[src/hw/pmr_params.svh]
// Offsets, field positions, reset values and bus codes of the power enable registers
// Behaviour
// - Bit 4 of bias register enables microphone bias; 0 leaves output floating.
// - Bits 2:1 select mid-rail divider: off, normal, standby, fast start.
// - Bit 0 of bias register enables reference bias for analogue functions.
// - Two read/write enable registers, all zero at reset; PLL and converters.
// - Bit 14 of function register enables the thermal sensor.
// - Bit 11 of function register enables the clock driven out on a pin.
// - Bits 9 and 8 enable left and right input paths.
// - Bits 7 to 4 enable the four input gain stages.
// - Any write to register zero returns every control register to default.
// - Reading register zero returns the fixed family code.
// - Each access carries an address and 16 data bits mapping one-to-one; here each AXI access carries 32 data bits, of which the low 16 are used.
`ifndef PMR_PARAMS_SVH
`define PMR_PARAMS_SVH
`define PMR_ADDR_W 8
`define PMR_IDX_W 6
`define PMR_REG_W 16
`define PMR_IDX_RESET_AND_IDENTITY 6'h00
`define PMR_IDX_BIAS 6'h01
`define PMR_IDX_FUNC 6'h02
`define PMR_BIAS_MASK 16'h0017
`define PMR_FUNC_MASK 16'hcbf3
`define PMR_REG_RST 16'h0000
`define PMR_FAMILY_DEF 16'h5a5a
`define PMR_BIT_MIC 4
`define PMR_MID_HI 2
`define PMR_MID_LO 1
`define PMR_BIT_REF 0
`define PMR_BIT_PLL 15
`define PMR_BIT_THERM 14
`define PMR_BIT_CLKOUT 11
`define PMR_BIT_LPATH 9
`define PMR_BIT_RPATH 8
`define PMR_BIT_LGAIN_B 7
`define PMR_BIT_LGAIN_A 6
`define PMR_BIT_RGAIN_B 5
`define PMR_BIT_RGAIN_A 4
`define PMR_BIT_LCONV 1
`define PMR_BIT_RCONV 0
`define PMR_RESP_OKAY 2'h0
`define PMR_RESP_DECERR 2'h3
`endif

[src/hw/pmr_pkg.sv]
// Types shared by the power enable register block
`include "pmr_params.svh"
`default_nettype none
package pmr_pkg;
    typedef logic [`PMR_REG_W-1:0] pmr_word_t;

    typedef struct packed {
        logic pll_on;
        logic thermal_sensor_on;
        logic clock_out_on;
        logic left_path_on;
        logic right_path_on;
        logic left_pair_b_gain_on;
        logic left_pair_a_gain_on;
        logic right_pair_b_gain_on;
        logic right_pair_a_gain_on;
        logic left_converter_on;
        logic right_converter_on;
        logic mic_bias_on;
        logic [1:0] mid_rail_sel;
        logic ref_bias_on;
    } pmr_enables_s;

    typedef struct packed {
        logic aw_full;
        logic [`PMR_ADDR_W-1:0] aw_addr;
        logic w_full;
        logic [31:0] w_data;
        logic [3:0] w_strb;
        logic awready;
        logic wready;
    } pmr_join_s;

    typedef struct packed {
        pmr_word_t value;
    } pmr_reg_s;

    typedef struct packed {
        logic arready;
        logic rvalid;
        logic [31:0] rdata;
        logic [1:0] rresp;
        logic bvalid;
        logic [1:0] bresp;
    } pmr_slave_s;
endpackage
`default_nettype wire

[src/hw/pmr_regs.sv]
// AXI4-Lite slave with the power enable, soft reset and family code registers
`include "pmr_params.svh"
`default_nettype none
module pmr_regs #(
    // Value is arbitrary, not a real part code
    parameter pmr_pkg::pmr_word_t FAMILY_CODE = `PMR_FAMILY_DEF
) (
    // Clock and reset
    input wire logic sys_clk,
    input wire logic nrst,
    // Write address channel
    input wire logic [`PMR_ADDR_W-1:0] s_axi_awaddr,
    input wire logic s_axi_awvalid,
    output logic s_axi_awready,
    // Write data channel
    input wire logic [31:0] s_axi_wdata,
    input wire logic [3:0] s_axi_wstrb,
    input wire logic s_axi_wvalid,
    output logic s_axi_wready,
    // Write response channel
    output logic [1:0] s_axi_bresp,
    output logic s_axi_bvalid,
    input wire logic s_axi_bready,
    // Read address channel
    input wire logic [`PMR_ADDR_W-1:0] s_axi_araddr,
    input wire logic s_axi_arvalid,
    output logic s_axi_arready,
    // Read data channel
    output logic [31:0] s_axi_rdata,
    output logic [1:0] s_axi_rresp,
    output logic s_axi_rvalid,
    input wire logic s_axi_rready,
    // Enable levels to the analogue and clock functions
    output var pmr_pkg::pmr_enables_s enables
);
    pmr_pkg::pmr_slave_s st;
    pmr_pkg::pmr_slave_s next_st;

    logic pair_valid;
    logic [`PMR_ADDR_W-1:0] pair_addr;
    logic [31:0] pair_data;
    logic [3:0] pair_strb;
    logic commit;
    logic [`PMR_IDX_W-1:0] wr_idx;
    logic [`PMR_IDX_W-1:0] rd_idx;
    logic wr_bias;
    logic wr_func;
    logic soft_clr;
    logic ar_take;
    pmr_pkg::pmr_word_t bias_value;
    pmr_pkg::pmr_word_t func_value;

    function automatic logic [`PMR_IDX_W-1:0] idx_of(input logic [`PMR_ADDR_W-1:0] addr);
        return addr[`PMR_ADDR_W-1:2];
    endfunction

    function automatic logic is_mapped(input logic [`PMR_IDX_W-1:0] idx);
        return (idx == `PMR_IDX_RESET_AND_IDENTITY) || (idx == `PMR_IDX_BIAS) ||
               (idx == `PMR_IDX_FUNC);
    endfunction

    function automatic pmr_pkg::pmr_word_t read_word(input logic [`PMR_IDX_W-1:0] idx,
                                                     input pmr_pkg::pmr_word_t bias,
                                                     input pmr_pkg::pmr_word_t func);
        pmr_pkg::pmr_word_t res;
        res = '0;
        case (idx)
            `PMR_IDX_RESET_AND_IDENTITY: res = FAMILY_CODE;
            `PMR_IDX_BIAS: res = bias;
            `PMR_IDX_FUNC: res = func;
            default: res = '0;
        endcase
        return res;
    endfunction

    pmr_wr_join u_join (
        .sys_clk(sys_clk),
        .nrst(nrst),
        .awaddr(s_axi_awaddr),
        .awvalid(s_axi_awvalid),
        .awready(s_axi_awready),
        .wdata(s_axi_wdata),
        .wstrb(s_axi_wstrb),
        .wvalid(s_axi_wvalid),
        .wready(s_axi_wready),
        .pair_valid(pair_valid),
        .pair_addr(pair_addr),
        .pair_data(pair_data),
        .pair_strb(pair_strb),
        .pop(commit)
    );

    // A joined write commits only while no response is waiting
    assign commit = pair_valid && !st.bvalid;
    assign wr_idx = idx_of(pair_addr);
    assign rd_idx = idx_of(s_axi_araddr);
    // address selects register, low 16 data bits land in it
    assign wr_bias = commit && (wr_idx == `PMR_IDX_BIAS);
    assign wr_func = commit && (wr_idx == `PMR_IDX_FUNC);
    // any write to index zero, data ignored
    assign soft_clr = commit && (wr_idx == `PMR_IDX_RESET_AND_IDENTITY);
    assign ar_take = s_axi_arvalid && st.arready;

    // mic bias, divider and reference bits
    pmr_ctrl_reg #(
        .MASK(`PMR_BIAS_MASK)
    ) u_bias (
        .sys_clk(sys_clk),
        .nrst(nrst),
        .wr_en(wr_bias),
        .soft_clr(soft_clr),
        .wdata(pair_data[`PMR_REG_W-1:0]),
        .wstrb(pair_strb[1:0]),
        .value(bias_value)
    );

    pmr_ctrl_reg #(
        .MASK(`PMR_FUNC_MASK)
    ) u_func (
        .sys_clk(sys_clk),
        .nrst(nrst),
        .wr_en(wr_func),
        .soft_clr(soft_clr),
        .wdata(pair_data[`PMR_REG_W-1:0]),
        .wstrb(pair_strb[1:0]),
        .value(func_value)
    );

    always_comb begin
        next_st = st;
        if (commit) begin
            next_st.bvalid = 1'b1;
            next_st.bresp = is_mapped(wr_idx) ? `PMR_RESP_OKAY : `PMR_RESP_DECERR;
        end else if (st.bvalid && s_axi_bready) begin
            next_st.bvalid = 1'b0;
        end
        if (ar_take) begin
            next_st.arready = 1'b0;
            next_st.rvalid = 1'b1;
            // index zero reads the family code
            next_st.rdata = {16'h0000, read_word(rd_idx, bias_value, func_value)};
            next_st.rresp = is_mapped(rd_idx) ? `PMR_RESP_OKAY : `PMR_RESP_DECERR;
        end else if (st.rvalid && s_axi_rready) begin
            next_st.rvalid = 1'b0;
            next_st.arready = 1'b1;
        end
    end

    always_ff @(posedge sys_clk or negedge nrst) begin
        if (!nrst) begin
            st <= '0;
            st.arready <= 1'b1;
        end else begin
            st <= next_st;
        end
    end

    assign s_axi_bresp = st.bresp;
    assign s_axi_bvalid = st.bvalid;
    assign s_axi_arready = st.arready;
    assign s_axi_rdata = st.rdata;
    assign s_axi_rresp = st.rresp;
    assign s_axi_rvalid = st.rvalid;

    assign enables.mic_bias_on = bias_value[`PMR_BIT_MIC];
    assign enables.mid_rail_sel = bias_value[`PMR_MID_HI:`PMR_MID_LO];
    assign enables.ref_bias_on = bias_value[`PMR_BIT_REF];
    assign enables.pll_on = func_value[`PMR_BIT_PLL];
    assign enables.left_converter_on = func_value[`PMR_BIT_LCONV];
    assign enables.right_converter_on = func_value[`PMR_BIT_RCONV];
    assign enables.thermal_sensor_on = func_value[`PMR_BIT_THERM];
    assign enables.clock_out_on = func_value[`PMR_BIT_CLKOUT];
    assign enables.left_path_on = func_value[`PMR_BIT_LPATH];
    assign enables.right_path_on = func_value[`PMR_BIT_RPATH];
    assign enables.left_pair_b_gain_on = func_value[`PMR_BIT_LGAIN_B];
    assign enables.left_pair_a_gain_on = func_value[`PMR_BIT_LGAIN_A];
    assign enables.right_pair_b_gain_on = func_value[`PMR_BIT_RGAIN_B];
    assign enables.right_pair_a_gain_on = func_value[`PMR_BIT_RGAIN_A];

    // Checks
    logic mic_req;
    logic [1:0] mid_req;
    logic ref_req;
    logic pll_req;
    logic therm_req;
    logic clk_req;
    logic [1:0] path_req;
    logic [3:0] gain_req;
    logic [1:0] conv_req;

    assign mic_req = pair_data[`PMR_BIT_MIC];
    assign mid_req = pair_data[`PMR_MID_HI:`PMR_MID_LO];
    assign ref_req = pair_data[`PMR_BIT_REF];
    assign pll_req = pair_data[`PMR_BIT_PLL];
    assign therm_req = pair_data[`PMR_BIT_THERM];
    assign clk_req = pair_data[`PMR_BIT_CLKOUT];
    assign path_req = pair_data[`PMR_BIT_LPATH:`PMR_BIT_RPATH];
    assign gain_req = pair_data[`PMR_BIT_LGAIN_B:`PMR_BIT_RGAIN_A];
    assign conv_req = pair_data[`PMR_BIT_LCONV:`PMR_BIT_RCONV];
endmodule
`default_nettype wire

[src/hw/pmr_wr_join.sv]
// Holds write address and write data until both have arrived
`include "pmr_params.svh"
`default_nettype none
module pmr_wr_join (
    // Clock and reset
    input wire logic sys_clk,
    input wire logic nrst,
    // Write address channel
    input wire logic [`PMR_ADDR_W-1:0] awaddr,
    input wire logic awvalid,
    output logic awready,
    // Write data channel
    input wire logic [31:0] wdata,
    input wire logic [3:0] wstrb,
    input wire logic wvalid,
    output logic wready,
    // Joined write
    output logic pair_valid,
    output logic [`PMR_ADDR_W-1:0] pair_addr,
    output logic [31:0] pair_data,
    output logic [3:0] pair_strb,
    input wire logic pop
);
    pmr_pkg::pmr_join_s st;
    pmr_pkg::pmr_join_s next_st;

    always_comb begin
        next_st = st;
        if (pop) begin
            next_st.aw_full = 1'b0;
            next_st.w_full = 1'b0;
        end
        if (awvalid && st.awready) begin
            next_st.aw_full = 1'b1;
            next_st.aw_addr = awaddr;
        end
        if (wvalid && st.wready) begin
            next_st.w_full = 1'b1;
            next_st.w_data = wdata;
            next_st.w_strb = wstrb;
        end
        next_st.awready = !next_st.aw_full;
        next_st.wready = !next_st.w_full;
    end

    always_ff @(posedge sys_clk or negedge nrst) begin
        if (!nrst) begin
            st <= '0;
            st.awready <= 1'b1;
            st.wready <= 1'b1;
        end else begin
            st <= next_st;
        end
    end

    assign awready = st.awready;
    assign wready = st.wready;
    assign pair_valid = st.aw_full && st.w_full;
    assign pair_addr = st.aw_addr;
    assign pair_data = st.w_data;
    assign pair_strb = st.w_strb;
endmodule
`default_nettype wire

[src/hw/pmr_ctrl_reg.sv]
// One 16-bit enable register with byte lanes, writable mask and soft clear
`include "pmr_params.svh"
`default_nettype none
module pmr_ctrl_reg #(
    parameter pmr_pkg::pmr_word_t MASK = `PMR_BIAS_MASK
) (
    // Clock and reset
    input wire logic sys_clk,
    input wire logic nrst,
    // Update
    input wire logic wr_en,
    input wire logic soft_clr,
    input wire pmr_pkg::pmr_word_t wdata,
    input wire logic [1:0] wstrb,
    // Stored value
    output pmr_pkg::pmr_word_t value
);
    pmr_pkg::pmr_reg_s st;
    pmr_pkg::pmr_reg_s next_st;

    function automatic pmr_pkg::pmr_word_t merge(input pmr_pkg::pmr_word_t old,
                                                 input pmr_pkg::pmr_word_t nw,
                                                 input logic [1:0] strb);
        pmr_pkg::pmr_word_t res;
        res = old;
        for (int i = 0; i < 2; i++) begin
            if (strb[i]) begin
                res[8*i +: 8] = nw[8*i +: 8];
            end
        end
        return res & MASK;
    endfunction

    always_comb begin
        next_st = st;
        if (wr_en) begin
            next_st.value = merge(st.value, wdata, wstrb);
        end
        if (soft_clr) begin
            next_st.value = `PMR_REG_RST;
        end
    end

    always_ff @(posedge sys_clk or negedge nrst) begin
        if (!nrst) begin
            st.value <= `PMR_REG_RST;
        end else begin
            st <= next_st;
        end
    end

    assign value = st.value;
endmodule
`default_nettype wire

[config.mk]
export PLATFORM = sky130hd
export DESIGN_NAME = pmr_regs
export DESIGN_NICKNAME = d
export VERILOG_FILES = /design/src/hw/pmr_pkg.sv /design/src/hw/pmr_regs.sv /design/src/hw/pmr_wr_join.sv /design/src/hw/pmr_ctrl_reg.sv
export VERILOG_INCLUDE_DIRS = /design/src /design/src/hw
export SDC_FILE = /design/constraint.sdc
export NUM_CORES = 1
export LEC_CHECK = 0
export BUFFER_PORTS_ARGS = -buffer_cell sky130_fd_sc_hd__buf_2
export CAP_MARGIN = 20
export CORE_MARGIN = 1
export CORE_UTILIZATION = 43
export CTS_CLUSTER_SIZE = 28
export DETAILED_ROUTE_END_ITERATION = 7
export PLACE_DENSITY_LB_ADDON = 0.2
export SETUP_SLACK_MARGIN = 0.3
export SLEW_MARGIN = 20
export SYNTH_ARGS = -nofsm -noshare
export SYNTH_HDL_FRONTEND = slang
export SYNTH_SLANG_ARGS = --single-unit
[constraint.sdc]
create_clock -name sys_clk -period 1.54 [get_ports sys_clk]
set_input_delay 0.308 -clock sys_clk [delete_from_list [all_inputs] [get_ports sys_clk]]
set_output_delay 0.308 -clock sys_clk [all_outputs]
set_load 0.005 [all_outputs]
* Word level (Yosys, flattened, before mapping) *
Cells that the tools add are included.

word-level totals
  bits in latches = 0
  RAM bits = 0
  logic and storage cells = 68
  memory bits (read-only) = 0
  memories = 0
  bits in registers = 103

operators by class
  bitwise logic cells = 0
  eq/ne operators = 4
  magnitude comparators = 0
  multiplexer cells = 18
  div/mod/pow operators = 0
  shift-type cells = 0
  add/subtract/negate cells = 0
  reduce and logical (&&, ||, !) cells = 28
  multipliers = 0

operators with widths
  cell                number
  $mux 16             4
  $pmux 16 s3         1
  $mux 37             1
  $mux 8              2
  $eq 6x1->1 const B  2
  $eq 6x2->1 const B  2
  $logic_not 6->1     2
  $reduce_bool 2->1   6
  $logic_and 1x1->1   10
  $mux 9              1
  $mux 2              4
  $reduce_and 2->1    3
  $mux 5              1
  $logic_or 1x1->1    4
  $mux 1              4
  $logic_not 1->1     3

* Depth between registers and ports, before layout *
Gate-level depths: netlist (run 1).

  word-level depth = 5
  mapped depth = 5
  depth with buffers taken out = 3

* By module *
Synthesis (run 1) repeated with hierarchy kept, for this count alone.

second synthesis, totals
  cell total of the unflattened synthesis = 363
  area total of the unflattened synthesis = 4236.6 um^2

modules (own cells, without submodules)
  module                 instances  area an instance (um^2)  seq. area each (um^2)  cells an instance
  pmr_wr_join            1          2183.3                   1203.7                 150
  pmr_regs               1          1158.6                   526.8                  127
  pmr_ctrl_reg (u_func)  1          604.3                    275.3                  55
  pmr_ctrl_reg (u_bias)  1          290.3                    100.1                  31

* Worst setup path after synthesis (run 1) *
OpenSTA, ideal clock, no wires.

  path type = register to register
  start = register u_join.st (netlist bit u_join.pair_addr[2])
  end = register u_func.value[6] (netlist name)
  setup slack = -0.060 ns
  period minus slack after synthesis = 1.600 ns
  stages on the path, launching flop included = 5
  setup time = 0.118 ns
  data arrival time = 1.482 ns
  path buffers = 1
  cell sequence = dfrtp_1 or4_4 buf_2 o31a_1 a21o_1

on the way
  word-level cells in the longest chain between the ends = 4

RTL lines
  what                                                                   RTL line                         RTL
  from (decl)                                                            pmr_wr_join.sv:24                pmr_pkg::pmr_join_s st;
  from (signal assigned)                                                 pmr_wr_join.sv:52                st <= next_st;
  $eq 6x2->1 (no source line) / $logic_not 6->1 (equally long branches)  --
  $logic_and 1x1->1 (on tied branches)                                   pmr_regs.sv:99, pmr_regs.sv:101
  $reduce_bool 2->1 (no source line)                                     --
  $reduce_and 2->1 (no source line)                                      --

Several ways; a longest one is shown, not always the timed one.
A chain may end at the register's enable or synchronous reset.

* Worst setup path after layout (run 1) *
  start = register u_join.st (netlist bit u_join.pair_addr[6])
  end = register u_func.value[6] (netlist name)

on the way
  word-level cells in the longest chain between the ends = 4

RTL lines
  what                                                                   RTL line
  $eq 6x2->1 (no source line) / $logic_not 6->1 (equally long branches)  --
  $logic_and 1x1->1 (on tied branches)                                   pmr_regs.sv:99, pmr_regs.sv:101
  $reduce_bool 2->1 (no source line)                                     --
  $reduce_and 2->1 (no source line)                                      --

Several ways; a longest one is shown, not always the timed one.

==> impl_results.md, run 1 <==
- Status: finished with violations
- Violated checks: setup timing
- Final hold vios: 0
- 1st-pass router iterations: 4
- RD Place Congestion: 0.740
- Crit share post-route: 100%
- CTS Buffer Depth: 2
- Chip width: 80.6 µm
- Clock Skews: 0.00762 ns
- Worst Path Arrival: 1.77 ns
- Vias per inst: 4.89
- Top cells by area, synth: dfrtp_1 51%, mux2_2 8.5%, buf_4 5.9%, nand2_1 4.5%, dfstp_2 3.0%
- Final core occ: 60.3%
- Drt initial violations: 135
- Design area: 3590 µm²
- Leak: 0.00174 µW
- Non-filler instance count after layout: 416
- Core area: 5960 µm²
- Worst R2R Setup Slack: -0.007 ns
- First-pass GRT wire length: 8800 µm
- Post-DR wirelength/cell: 13.8 µm
- DRC viols: 0
- Initial Util: 44.6%
- Fillers: 516
- Setup crit end kind: flip-flop
- VDD IR-drop max: 0.986 mV
- Number of synthesized register bits: 57
- Critical path peak fanout: 12
- Fin worst setup slack: -0.00712 ns
- Startpoint Class: flip-flop
- Power Density: 1670 nW/µm²
- IO Port Bufs: 70
- Hold Crit Depth: 2
- Worst skew pair latency: 0.33 ns
- Placed Area: 3110 µm²
- Post-synthesis sequential area ratio: 53.9%
- Max-slew violations: 0
- Maxcap violations: 0
- Place WS: -0.128 ns
- Antenna Nets Post-Route: 0
- DP Cell Count: 384
- Clock slew at reported path FFs: 0.06 ns
- Vias: 2036
- Data required, critical path: 1.76 ns
- Ratio of cells with drive above 1 in the final layout: 47.2%
- Top FF cell, synth: dfrtp_1
- Die H: 80.6 µm
- Mapped Area: 2660 µm²
- Ports: 115
- Minimum clock period after layout: 1.55 ns
- Synth unique cells: 39
- Root buf cell: clkbuf_8
- Number of global-route vias before repair: 1873
- Clock sink count: 57
- Initial antenna violation count: 0
- Die area: 6490 µm²
- Count leader, synth: dfrtp_1
- Max Fclk: 0.646 GHz
- Drt total wl: 5730 µm
- Synth async-reset ratio: 100%
- Rows: 28
- Critical path class: reg -> reg
- Grt total ovfl: 0
- Mapped Cells: 239
- Yosys warns: 0
- Yosys top cell area share: 50.9%
- Synth-to-Final Area Change: 35.3%
- Synth top cells by count: 54 x dfrtp_1, 32 x nand2_1, 21 x buf_4
- EDFF count, synth: 0
- Synth area leader: dfrtp_1
- Final setup viols: 3
- All-layer global routing usage: 18.3%
- Htree depth: 3
- Min-delay worst type: in -> reg
- Num CTS Buffers: 9
- RSZ-0062 raised after global routing: yes
- # diodes: 0
- Hpwl dp: 3900 µm
- Layout Nets: 395
- FF-to-FF path depth: 3
- Synth Area per Inst: 11.1 µm²
- Largest net degree at the start of global routing: 58
- CTS tree: done
## what timing repair did
action                                  4_1_cts  5_1_grt
endpoints found under the setup margin       37       31
pin swaps                                     5        6
hold buffers                                  1        0
buffers inserted                              3       12
endpoints found under the hold margin        54        0
gates resized for setup                      20        6
## critical path, cell delays in order, from the launching register on
cell	delay (ns)
dfrtp_1	0.38
or4_4	0.64
o31a_1	0.28
a21o_1	0.15
## registers in the layout, summed over array words and instances (netlist names)
register and flops:
s_axi_arready 1, s_axi_bresp 1, s_axi_bvalid 1, s_axi_rdata 13, s_axi_rresp 1, s_axi_rvalid 1, u_bias.value 4, u_func.value 11
u_join.awready 1, u_join.pair_addr 6, u_join.pair_data 12, u_join.pair_strb 2, u_join.st 2, u_join.wready 1
## cell type report
cell class | count | area, µm² | area share (%)
clock buffer | 15 | 196 | 5.47
clock inverter | 1 | 30.0 | 0.836
inverter | 6 | 22.5 | 0.627
multi-input combinational | 161 | 1150 | 31.9
sequential | 57 | 1430 | 39.8
tap | 75 | 93.8 | 2.61
timing repair buffer | 101 | 673 | 18.7
## worst paths after layout
kind	from	end
max	u_join.pair_addr[6]	u_func.value[6]
min	s_axi_bready	s_axi_bvalid
max reg2reg	u_join.pair_addr[6]	u_func.value[6]
min reg2reg	u_join.pair_data[6]	u_func.value[6]
max in group asynchronous	nrst	u_join.awready
min in group asynchronous	nrst	s_axi_rdata[11]
## layer usage
layer,GRT usage [%],vias to the layer above,share of wire [%]
li1,-,1007,-
met1,24.2,956,46
met2,27.5,63,47
met3,4.55,10,4.7
met4,9.64,0,1.8
met5,0,-,0
## power by group
part	switching [µW]	total (µW)	internal [µW]
Combinational	906	2020	1110
Clock	566	1540	970
Sequential	413	2440	2030
## logic make-up (layout without fill, tap and decap cells)
kind of cell           count (synthesis)  count (layout)  share of synthesized area, %
buffers and inverters                 38             123                          8.95
AOI/OAI and AO/OA                     48              48                          12.9
DFF                                   57              57                          53.9
other                                  1              18                         0.141
muxes                                 21              21                          8.86
and+or+nand+nor                       74              74                          15.3
## placed cells by master (no fill, tap or decap), types with 4 or more instances in the layout
master,netlist,final
a21o_1,6,6
mux2_2,20,20
dfrtp_1,54,54
o31ai_2,5,4
buf_4,21,22
o21ai_0,10,6
buf_6,2,10
nand3_1,11,11
nor2b_1,7,7
clkbuf_8,0,14
nand2_1,32,30
o31a_1,5,5
nand4_1,4,4
o21ai_1,11,11
conb_1,1,18
inv_1,6,6
o21ai_2,0,4
buf_2,1,65
## metrics by stage
stage | power [µW] | setup TNS (ns) | hold slack (ns)
finish | 6000 | -0.0139 | 0.154
global route | 6380 | -0.276 | 0.172
CTS | 5910 | -0.0216 | 0.140
detailed placement | 4200 | -0.836 | 0.336
global placement | 4150 | -0.634 | 0.332
floorplan | 3540 | -0.188 | 0.0124
(Power assumes the default switching activity.)
==> inputs of run 2 (changes only) <==
==> constraint.sdc (replaced) <==
create_clock -name sys_clk -period 1.54 [get_ports sys_clk]
set_input_delay 0.154 -clock sys_clk [delete_from_list [all_inputs] [get_ports sys_clk]]
set_output_delay 0.154 -clock sys_clk [all_outputs]
set_load 0.005 [all_outputs]
==> impl_results.md, run 2 (same netlist as run 1, synthesis figures left out) <==
- Status: completed
- Drt initial violations: 108
- Minimum clock period after layout: 1.53 ns
- Net Switching: 1920 µW
- Sw frac: 33.2%
- DRC viols: 0
- Data required, critical path: 1.74 ns
- Post-DR wirelength/cell: 13.8 µm
- Clock sink count: 57
- Critical path peak fanout: 6
- Initial Util: 44.6%
- Final hold vios: 0
- Max-slew violations: 0
- Synth-to-Final Area Change: 29.8%
- Antenna Nets Post-Route: 0
- Drt total wl: 5620 µm
- Leak: 0.00166 µW
- Crit share post-route: 99.2%
- Core area: 5960 µm²
- Internal power: 3870 µW
- RSZ-0062 raised after global routing: yes
- DP Cell Count: 382
- Power Density: 1680 nW/µm²
- All-layer global routing usage: 19.5%
- Register area: 1430 µm²
- # diodes: 0
- Die H: 80.6 µm
- Clock network power share: 23.0%
- Commonest non-fill, non-tap cells in the layout: 70 x buf_2, 54 x dfrtp_1, 30 x nand2_1
- Layout Nets: 387
- Clock slew at reported path FFs: 0.06 ns
- Rows: 28
- Ports: 115
- Hold WS: 0.0316 ns
- VDD IR-drop max: 1.09 mV
- Vias: 2013
- Chip width: 80.6 µm
- Worst Path Arrival: 1.73 ns
- Fin worst setup slack: 0.0129 ns
- Setup crit end kind: flip-flop
- Max Fclk: 0.655 GHz
- Largest net degree at the start of global routing: 58
- Final setup viols: 0
- Startpoint Class: flip-flop
- Clock Skews: 0.0124 ns
- Final setup TNS: 0 ns
- Ratio of cells with drive above 1 in the final layout: 45.5%
- First-pass GRT wire length: 9340 µm
- CTS tree: done
- Combinational power share: 33.9%
- Fillers: 557
- IO Port Bufs: 70
- Sequential share of power: 43.0%
- Die area: 6490 µm²
- Vias per inst: 4.95
- Place WS: -0.00723 ns
- Min-delay worst type: in -> reg
- 1st-pass router iterations: 4
- Non-filler instance count after layout: 407
- CTS Buffer Depth: 2
- Hpwl dp: 3830 µm
- Htree depth: 3
- Critical path class: reg -> reg
- Number of global-route vias before repair: 1927
- Maxcap violations: 0
- Multi-input gate area: 1160 µm²
- Most common cell after layout, fill and taps aside: buf_2
- Initial antenna violation count: 0
- Grt total ovfl: 0
- Max reg flops: 13
- RD Place Congestion: 0.774
- Num CTS Buffers: 9
- Root buf cell: clkbuf_8
- Worst skew pair latency: 0.33 ns
-- run 2: path summary, 6_finish.rpt --
check / slack [ns] / cells past startpoint / from / endpoint
min in group asynchronous: 0.35 / 3 / nrst / s_axi_rdata[4]
worst min register to register: 0.48 / 2 / s_axi_rdata[9] / s_axi_rdata[9]
worst min-delay path: 0.03 / 3 / s_axi_rready / s_axi_arready
worst max register to register: 0.01 / 4 / u_join.pair_addr[4] / u_func.value[14]
worst max-delay path: 0.01 / 4 / u_join.pair_addr[4] / u_func.value[14]
max in group asynchronous: 0.88 / 3 / nrst / u_join.awready
-- run 2: timing repair --
action	4_1_cts	5_1_grt
buffers inserted	6	1
gates resized for setup	19	3
hold buffers	2	0
cloned	1	0
endpoints found under the setup margin	34	18
pin swaps	6	3
hold endpoints to repair	55	0
-- run 2: layout make-up --
type,count,area share (%)
Multi-Input combinational cell,162,33.6
Inverter,6,0.654
Tap cell,75,2.72
Clock inverter,4,1.31
Clock buffer,11,4.10
Sequential cell,57,41.5
Timing Repair Buffer,92,16.2
-- run 2: layer usage --
metal	share of wire (%)	routed length, µm	track usage, %
met2	48	2690	30.3
met3	4.3	244	3.64
met5	0	0	0
met4	2.0	115	11.6
met1	46	2570	25.2
-- run 2: stage by stage --
stage               instance area [µm²]  power (µW)  utilization, %
floorplan                          2770        3540               -
global placement                   3080        4130            51.8
detailed placement                 3080        4190            51.8
CTS                                3420        5810            57.4
global route                       3450        6180            57.9
finish                             3450        5790            57.9
-- run 2: power groups by stage --
stage               registers [µW]  clock network [µW]  logic [µW]
floorplan                     2410                   0        1130
global placement              2440                   0        1690
detailed placement            2460                   0        1720
CTS                           2490                1370        1950
global route                  2570                1440        2170
finish                        2490                1330        1960
-- run 2: worst max-delay path, cell delays in order (launching register included) --
cell,delay [ns]
dfrtp_1,0.41
buf_6,0.13
or4_4,0.57
o31ai_2,0.20
o21ai_1,0.09
